<file path="config.mk">
export PLATFORM = sky130hd
export DESIGN_NAME = fpc_convert_unit
export DESIGN_NICKNAME = d
export VERILOG_FILES = /design/src/fpc_pkg.sv /design/src/fpc_convert_unit.sv
export SDC_FILE = /design/constraint.sdc
export NUM_CORES = 1
export LEC_CHECK = 0
export BUFFER_PORTS_ARGS = -buffer_cell sky130_fd_sc_hd__buf_2
export CORE_UTILIZATION = 40
export DETAILED_ROUTE_END_ITERATION = 7
export PLACE_DENSITY = 0.66
export SLEW_MARGIN = 20
export SYNTH_ARGS = -nofsm -noshare
export SYNTH_HDL_FRONTEND = slang
export SYNTH_SLANG_ARGS = --single-unit
</file>
<file path="constraint.sdc">
create_clock -name clk_sys -period 4.3 [get_ports clk_sys]
set_clock_uncertainty 0.15 [all_clocks]
set_input_delay 1.075 -clock clk_sys [delete_from_list [all_inputs] [get_ports clk_sys]]
set_output_delay 1.075 -clock clk_sys [all_outputs]
set_load 0.05 [all_outputs]
</file>
<file path="src/fpc_pkg.sv">
package fpc_pkg;

    // operation codes handled by this slice
    localparam logic [7:0] OP_UFIX_RZ_FLAGS = 8'h7E;
    localparam logic [7:0] OP_UFLOAT = 8'h7F;
    localparam logic [7:0] OP_UFLOAT_FLAGS = 8'h80;

    // issue slots that may carry these operations
    localparam logic [2:0] SLOT_A = 3'h1;
    localparam logic [2:0] SLOT_B = 3'h4;

    // pipeline depth from issue to write-back
    localparam int LATENCY = 3;

    // exception flag bit positions, shared by processor_status_word and flag vectors
    localparam int FLAG_W = 6;
    localparam int INEXACT_FLAG_BIT = 1;
    localparam int INVALID_FLAG_BIT = 4;
    localparam int FLUSH_TO_ZERO_FLAG_BIT = 5;
    localparam logic [FLAG_W-1:0] INEXACT_FLAG = 6'h02;
    localparam logic [FLAG_W-1:0] INVALID_FLAG = 6'h10;
    localparam logic [FLAG_W-1:0] FLUSH_TO_ZERO_FLAG = 6'h20;

    // rounding mode field of processor_status_word
    localparam int RMODE_LSB = 8;
    localparam logic [1:0] RMODE_NEAREST = 2'h0;
    localparam logic [1:0] RMODE_POS_INF = 2'h1;
    localparam logic [1:0] RMODE_NEG_INF = 2'h2;
    localparam logic [1:0] RMODE_ZERO = 2'h3;

    // single-precision field constants
    localparam logic [7:0] EXP_BIAS = 8'h7F;
    localparam logic [7:0] EXP_MAX = 8'hFF;
    localparam logic [7:0] EXP_INT_LSB = 8'h96;
    localparam logic [7:0] EXP_TOO_BIG = 8'h9F;

    // register map, byte offsets
    localparam logic [7:0] REG_PSW = 8'h00;
    localparam logic [7:0] REG_IRQ_STATUS = 8'h04;
    localparam logic [7:0] REG_IRQ_MASK = 8'h08;

    // reset values
    localparam logic [FLAG_W-1:0] PSW_FLAGS_RST = 6'h00;
    localparam logic [1:0] PSW_RMODE_RST = 2'h0;
    localparam logic [1:0] IRQ_MASK_RST = 2'h0;

    // interrupt event bits
    localparam int IRQ_W = 2;
    localparam int IRQ_WB_BIT = 0;
    localparam int IRQ_EXC_BIT = 1;

    localparam logic [1:0] HTRANS_NONSEQ = 2'h2;

    typedef struct packed {
        logic valid;
        logic [2:0] slot;
        logic [7:0] opcode;
        logic guardUsed;
        logic guardLsb;
        logic [31:0] src;
        logic [6:0] dest;
    } fpc_issue_t;

    typedef struct packed {
        logic valid;
        logic [6:0] dest;
        logic [31:0] data;
    } fpc_wb_t;

    typedef struct packed {
        logic valid;
        logic setsPsw;
        logic [FLAG_W-1:0] flags;
        logic [6:0] dest;
        logic [31:0] data;
    } fpc_stage_t;

    typedef struct packed {
        logic [31:0] value;
        logic [FLAG_W-1:0] flags;
    } fpc_conv_t;

endpackage

</file>
<file path="src/fpc_convert_unit.sv">
// Local design decisions: register access over AHB-Lite and the address map.
module fpc_convert_unit
    import fpc_pkg::*;
(
    input wire logic clk_sys, // core clock
    input wire logic rst_n, // async reset, active low
    input wire fpc_issue_t issueIn, // issued operation
    input wire logic [FLAG_W-1:0] otherFlags, // flag updates from other units
    output fpc_wb_t wbOut, // write-back to register file
    output logic [FLAG_W-1:0] pswFlags, // sticky exception flags
    output logic [1:0] roundMode, // status-word rounding mode
    output logic irq, // level interrupt
    input wire logic hsel, // ahb select
    input wire logic [31:0] haddr, // ahb address
    input wire logic [1:0] htrans, // ahb transfer type
    input wire logic hwrite, // ahb write
    input wire logic [2:0] hsize, // ahb size
    input wire logic [31:0] hwdata, // ahb write data
    input wire logic hready, // ahb bus ready
    output logic hreadyout, // ahb slave ready
    output logic hresp, // ahb response
    output logic [31:0] hrdata // ahb read data
);

    // unsigned integer to single precision under a given rounding mode
    function automatic fpc_conv_t toFloat(input logic [31:0] x, input logic [1:0] rm);
        fpc_conv_t r;
        logic [4:0] msb;
        logic [31:0] norm;
        logic [24:0] mant;
        logic grd;
        logic stk;
        logic up;
        logic [7:0] ex;
        r = '0;
        msb = 5'h00;
        for (int i = 0; i < 32; i++) begin
            if (x[i]) begin
                msb = 5'(i);
            end
        end
        norm = x << (5'h1F - msb);
        mant = {1'b0, norm[31:8]};
        grd = norm[7];
        stk = |norm[6:0];
        case (rm)
            RMODE_NEAREST: up = grd & (stk | norm[8]);
            RMODE_POS_INF: up = grd | stk;
            default: up = 1'b0; // positive values never round up toward -inf or zero
        endcase
        mant = mant + {24'h000000, up};
        ex = EXP_BIAS + {3'h0, msb} + {7'h00, mant[24]};
        if (x != 32'h00000000) begin
            r.value = {1'b0, ex, (mant[24] ? 23'h000000 : mant[22:0])};
            r.flags = (grd | stk) ? INEXACT_FLAG : 6'h00;
        end
        return r;
    endfunction

    // exceptions of a truncating single precision to unsigned conversion
    function automatic logic [FLAG_W-1:0] fixFlags(input logic [31:0] f);
        logic [7:0] ex;
        logic [22:0] frac;
        logic [23:0] mant;
        logic [7:0] sh;
        logic [23:0] lost;
        logic [FLAG_W-1:0] r;
        ex = f[30:23];
        frac = f[22:0];
        mant = {1'b1, frac};
        sh = EXP_INT_LSB - ex;
        lost = mant & ((24'h000001 << sh[4:0]) - 24'h000001);
        r = 6'h00;
        if (ex == EXP_MAX) begin
            r = INVALID_FLAG;
        end else if (ex == 8'h00) begin
            r = (frac != 23'h000000) ? FLUSH_TO_ZERO_FLAG : 6'h00;
        end else if (f[31]) begin
            r = INVALID_FLAG;
        end else if (ex >= EXP_TOO_BIG) begin
            r = INVALID_FLAG;
        end else if (ex < EXP_BIAS) begin
            r = INEXACT_FLAG;
        end else if (ex < EXP_INT_LSB) begin
            r = (lost != 24'h000000) ? INEXACT_FLAG : 6'h00;
        end
        return r;
    endfunction

    fpc_stage_t stage_q [LATENCY];
    fpc_stage_t stageIn;
    logic [FLAG_W-1:0] flags_q;
    logic [FLAG_W-1:0] flags_d;
    logic [1:0] rmode_q;
    logic [1:0] rmode_d;
    logic [IRQ_W-1:0] irqSt_q;
    logic [IRQ_W-1:0] irqSt_d;
    logic [IRQ_W-1:0] irqMask_q;
    logic [IRQ_W-1:0] irqMask_d;
    logic [31:0] rdata_q;
    logic [31:0] rdata_d;
    logic dWrite_q;
    logic [7:0] dAddr_q;

    // issue decode
    wire logic slotOk = (issueIn.slot == SLOT_A) || (issueIn.slot == SLOT_B);
    wire logic isFix = issueIn.opcode == OP_UFIX_RZ_FLAGS;
    wire logic isFloat = issueIn.opcode == OP_UFLOAT;
    wire logic isFloatFlags = issueIn.opcode == OP_UFLOAT_FLAGS;
    wire logic opAccept = issueIn.valid && slotOk && (isFix || isFloat || isFloatFlags);
    wire logic guardOk = !issueIn.guardUsed || issueIn.guardLsb;
    // a false guard simply drops the operation: no write-back and no flag update
    wire logic opWrites = opAccept && guardOk;
    wire fpc_conv_t floatRes = toFloat(issueIn.src, rmode_q);
    wire logic [FLAG_W-1:0] fixRes = fixFlags(issueIn.src);
    wire logic [31:0] floatFlagVec = {26'h0000000, floatRes.flags};
    wire logic [31:0] fixFlagVec = {26'h0000000, fixRes};

    always_comb begin
        stageIn = '0;
        stageIn.valid = opWrites;
        stageIn.dest = issueIn.dest;
        if (isFloat) begin
            stageIn.data = floatRes.value;
            stageIn.flags = floatRes.flags;
            stageIn.setsPsw = 1'b1;
        end else if (isFloatFlags) begin
            stageIn.data = floatFlagVec;
        end else begin
            stageIn.data = fixFlagVec;
        end
    end

    // fixed latency pipe; every stage advances every cycle
    always_ff @(posedge clk_sys or negedge rst_n) begin
        if (!rst_n) begin
            for (int i = 0; i < LATENCY; i++) begin
                stage_q[i] <= '0;
            end
        end else begin
            stage_q[0] <= stageIn;
            for (int i = 1; i < LATENCY; i++) begin
                stage_q[i] <= stage_q[i-1];
            end
        end
    end

    wire fpc_stage_t wbStage = stage_q[LATENCY-1];
    // flag ops carry setsPsw low, so they never reach the status word
    wire logic [FLAG_W-1:0] convFlagSet = (wbStage.valid && wbStage.setsPsw)
        ? wbStage.flags : 6'h00;

    assign wbOut.valid = wbStage.valid;
    assign wbOut.dest = wbStage.dest;
    assign wbOut.data = wbStage.data;

    // ahb-lite slave: zero wait states, always OKAY
    wire logic addrPhase = hsel && hready && htrans[1];
    wire logic [7:0] aAddr = haddr[7:0];
    wire logic aRead = addrPhase && !hwrite;
    wire logic wrPsw = dWrite_q && (dAddr_q == REG_PSW);
    wire logic wrMask = dWrite_q && (dAddr_q == REG_IRQ_MASK);
    wire logic rdIrqClr = aRead && (aAddr == REG_IRQ_STATUS);
    wire logic [IRQ_W-1:0] irqEvt = {convFlagSet != 6'h00, wbStage.valid};

    // software write clears or sets flags, but a same-cycle hardware set still wins
    assign flags_d = (wrPsw ? hwdata[FLAG_W-1:0] : flags_q) | convFlagSet | otherFlags;
    assign rmode_d = wrPsw ? hwdata[RMODE_LSB+1:RMODE_LSB] : rmode_q;
    assign irqSt_d = (rdIrqClr ? 2'h0 : irqSt_q) | irqEvt;
    assign irqMask_d = wrMask ? hwdata[IRQ_W-1:0] : irqMask_q;

    always_comb begin
        rdata_d = 32'h00000000;
        if (aRead) begin
            case (aAddr)
                REG_PSW: rdata_d = {22'h000000, rmode_q, 2'h0, flags_q};
                REG_IRQ_STATUS: rdata_d = {30'h00000000, irqSt_q};
                REG_IRQ_MASK: rdata_d = {30'h00000000, irqMask_q};
                default: rdata_d = 32'h00000000;
            endcase
        end
    end

    always_ff @(posedge clk_sys or negedge rst_n) begin
        if (!rst_n) begin
            flags_q <= PSW_FLAGS_RST;
            rmode_q <= PSW_RMODE_RST;
            irqSt_q <= 2'h0;
            irqMask_q <= IRQ_MASK_RST;
        end else begin
            flags_q <= flags_d;
            rmode_q <= rmode_d;
            irqSt_q <= irqSt_d;
            irqMask_q <= irqMask_d;
        end
    end

    always_ff @(posedge clk_sys or negedge rst_n) begin
        if (!rst_n) begin
            dWrite_q <= 1'b0;
            dAddr_q <= 8'h00;
            rdata_q <= 32'h00000000;
        end else begin
            dWrite_q <= addrPhase && hwrite;
            dAddr_q <= addrPhase ? aAddr : dAddr_q;
            rdata_q <= rdata_d;
        end
    end

    assign hreadyout = 1'b1;
    assign hresp = 1'b0;
    assign hrdata = rdata_q;
    assign pswFlags = flags_q;
    assign roundMode = rmode_q;
    assign irq = |(irqSt_q & irqMask_q);
endmodule

</file>
==> impl_metrics.toml <==
[outcome]
status = "finished, violations left"
violations = "negative setup slack"

[timing]
fin_crit_ns = 4.733
period_share = 1.101
rsz0062_at_grt = "true"
setup-tns-final_ns = -10.42
slew_violations = 0
finalHoldViolations = 0
slew-limit-headroom = 0.4031
worstMarginPinSlew_ns = 0.8921
setup-violations-final = 31
max_freq_ghz = 0.2113
worst_slack_ns = -0.4326
hold_ws_ns = 0.1947

[clock_network]
holdBufCountCts = 0
path_clk_slew_ns = 0.06
clock_sinks = 152
cts_buffers = 17
tritoncts = "built"
root_buffer = "clkbuf_16"
clk_latency_ns = 0.42
htreeDepth = 4
clk_path_buf_depth = 2

[critical_path]
r2r_start = "roundMode[0]"
worstPathCellList = "buf_2 -> buf_4 -> or4_1 -> nor2_2 -> o21a_1 -> buf_4 -> a211oi_1 -> or3_1 -> a21oi_2 -> and3_1 -> o22ai_2 -> nor4_4 -> nand4_1 -> ha_2 -> buf_6 -> nand3_2 -> xnor2_1 -> nor2_1"
path_class = "input pin to flop"
arrival_ns = 4.88
r2r-end = "stage_q[120]"
worstSetupStartpointType = "input pin"
worstSetupStartpoint = "issueIn[35]"
r2r_setup_slack_ns = 1.64
crit_path_frequent_cell = "buf_4"
cp-endpoint = "stage_q[120]"
slowest_stage = "or4_1"
worstPathMaxFanout = 7
cp.required_ns = 4.45
cp_slowest_stage_delay_ns = 0.69
rr_worst_depth = 14
end_kind = "flop"

[placement]
dp_hpwl_microns = 23110
dpl_cell_area_sq_um = 11750
gp_congestion = 0.9917
numPortBuffers = 136
place_ws_ns = -1.051

[synth]
postSynthAreaPerCell_sq_um = 9.218
yosys-mux-area-fraction = 0.05549
synth_seq_area_share = 0.4155
synth_compound_area_frac = 0.2013
ys_dominant_reg_cell = "dfrtp_1"
synth-adder-area-share = 0.006834
synth_top_family_by_area = "compound AO/OA/AOI/OAI gates"
netlist_area_sq_um = 9154
synth_xor_area_frac = 0.02009
syn_inst = 993
async_flop_share = 1.000
synth-simple-area-share = 0.1964
yosysWarnings = 0
synth-edff-count = 0
synth-seq-cells = 152
synth_cell_types = 88

[global_routing]
grt_max_degree = 93
grt_usage = 0.2703
grt_pass1_vias = 8954
grt_pass1_wl_microns = 49230
grt_antenna_before_repair = 0
grt.overflow.total = 0

[power]
p_leak_nw = 6.243
switching_power_mw = 1.265
ir_drop_uv = 183.3
power.share.switching = 0.3150
power_frac_seq = 0.369
pwr-share-clk = 0.371
internal_power_mw = 2.750
power_density_nw_per_um2 = 301.0
power_frac_comb = 0.261

[drt]
drc = 0
num_vias = 9190
drt_iter0_drc = 694
routed_wl_microns = 31960
ant_nets = 0
dr.pass1.iters = 5
post_drt_wl_per_cell_microns = 19.40
routed_via_density = 5.576

[cells_and_area]
final_core_util = 0.6018
syn2layout_area_growth_pct = 45.69
drive_gt1_frac = 0.4693
fin_area_sq_um = 13340
fin_nets = 1493
fill_cells = 1893
diodes = 0

[die]
ios = 216
core.rowCount = 54
fp.dieW_microns = 153.3
die_area_sq_um = 23490
die_h_microns = 153.3
initial_core_util = 0.4131
coreArea_sq_um = 22160

[worst_hold_path]
min_path_type = "flop to flop"

[job]
cap_violations = 0
==> registers in the layout (all words and copies together), names as in the netlist <==
signal and cells:
irqMask_q 2, dAddr_q 8, irqSt_q 2, pswFlags 6, roundMode 2, stage_q 84
dWrite_q 1, wbOut 39, hrdata 8
==> through the flow <==
step / power, mW / cells
after floorplan: 2.024 / 1018
after global placement: 2.433 / 1578
after detailed placement: 2.436 / 1578
after CTS: 3.995 / 1633
after global routing: 4.171 / 1648
final: 4.014 / 1648
==> power by group through the flow <==
stage          clock network [mW]  registers [mW]  logic [mW]
3_5_place_dp                    0            1.51       0.930
3_3_place_gp                    0            1.50       0.929
6_report                     1.49            1.48        1.05
4_1_cts                      1.53            1.48       0.990
2_1_floorplan                   0            1.51       0.516
5_1_grt                      1.58            1.48        1.11
==> per-layer routing <==
metal  share of wire  track usage
met1            0.42       0.3529
met2            0.47       0.4416
met3           0.070      0.03884
met4           0.040       0.1279
met5               0            0
==> layout by cell type (no fill, tap or decap), drive strengths merged, types with 6 or more instances in the layout <==
cell | synthesis | final
a211oi | 7 | 7
a21oi | 62 | 62
clkbuf | 33 | 17
o22ai | 9 | 9
nor4 | 22 | 22
mux4 | 8 | 8
a21o | 8 | 8
or2 | 8 | 8
mux2 | 14 | 14
o21ai | 60 | 61
or4 | 7 | 7
and2 | 15 | 15
nand3 | 49 | 49
nand4 | 14 | 14
o211ai | 16 | 16
nor4b | 6 | 6
buf | 104 | 454
nand2b | 6 | 6
dfrtp | 152 | 152
inv | 22 | 30
nor3 | 28 | 28
xor2 | 6 | 6
a211o | 8 | 8
a221oi | 6 | 6
xnor2 | 15 | 15
nor2 | 96 | 96
a31oi | 11 | 11
a2bb2oi | 6 | 6
a22oi | 11 | 11
conb | 2 | 27
a32oi | 6 | 6
nor2b | 10 | 10
mux2i | 17 | 17
o21a | 6 | 6
and3 | 6 | 6
nand2 | 69 | 69
o31ai | 11 | 11
==> logic make-up (layout without fill, tap and decap cells) <==
kind of cell	count (synthesis)	after routing
multiplexers	39	39
AO/OA/AOI/OAI	268	269
buffers and inverters	160	509
other	2	27
AND/OR/NAND/NOR	346	346
flip-flops	152	152
adder cells (fa/ha/maj)	5	5
XOR/XNOR	21	21
==> synthesized netlist by cell type, types with 6 or more instances <==
master	instances	share of area
a32oi_1	6	0.0057
o211ai_1	16	0.013
a2bb2oi_1	6	0.0057
nor2_1	94	0.039
buf_2	19	0.010
nor4_1	16	0.011
nand3_1	48	0.026
xor2_1	6	0.0057
a22oi_1	11	0.0090
a31oi_1	11	0.0075
o21a_1	6	0.0049
a21o_1	8	0.0066
nor3_1	28	0.015
dfrtp_1	152	0.42
and2_1	15	0.010
inv_1	21	0.0086
clkbuf_1	31	0.013
or4_1	7	0.0057
nor2b_1	10	0.0068
mux4_2	8	0.020
o22ai_1	8	0.0055
xnor2_1	15	0.014
mux2_2	14	0.017
o21ai_0	54	0.030
buf_4	78	0.064
and3_1	6	0.0041
nand2b_1	6	0.0041
a21oi_1	60	0.033
nand2_1	68	0.028
a211o_1	8	0.0077
a211oi_1	7	0.0057
o31ai_1	11	0.0090
nand4_1	13	0.0089
mux2i_1	17	0.019
==> layout make-up <==
type | instances | area, sq um | area share
tap | 280 | 350.3 | 0.02627
clock buffer | 17 | 425.4 | 0.03190
multi-input combinational | 707 | 5190 | 0.3892
timing repair buffer | 454 | 3292 | 0.2468
sequential | 152 | 3804 | 0.2852
clock inverter | 15 | 181.4 | 0.01360
inverter | 23 | 93.84 | 0.007036
==> worst max-delay path: cells and delay by family <==
family / cells / cell delay, ns
AO/OA/AOI/OAI: 4 / 0.66
XOR/XNOR: 1 / 0.13
adder cells (fa/ha/maj): 1 / 0.24
AND/OR/NAND/NOR: 8 / 2.18
buffers and inverters: 4 / 0.57
==> worst min-delay path by stage <==
stage	startpoint	endpoint	slack, ns	cells past startpoint
after detailed placement	stage_q[106]	stage_q[59]	0.18	0
after global routing	stage_q[114]	stage_q[67]	0.19	0
after CTS	stage_q[114]	stage_q[67]	0.20	0
after floorplan	stage_q[87]	stage_q[40]	0.18	0
final	stage_q[114]	stage_q[67]	0.19	0
after global placement	stage_q[99]	stage_q[52]	0.18	0
==> what timing repair did <==
item,CTS,global route
endpoints found under the setup margin,31,31
setup buffers,20,15
cloned,3,0
pin swaps,20,23
resized for setup,82,59
No activity file was read; power rests on OpenSTA's default activity.
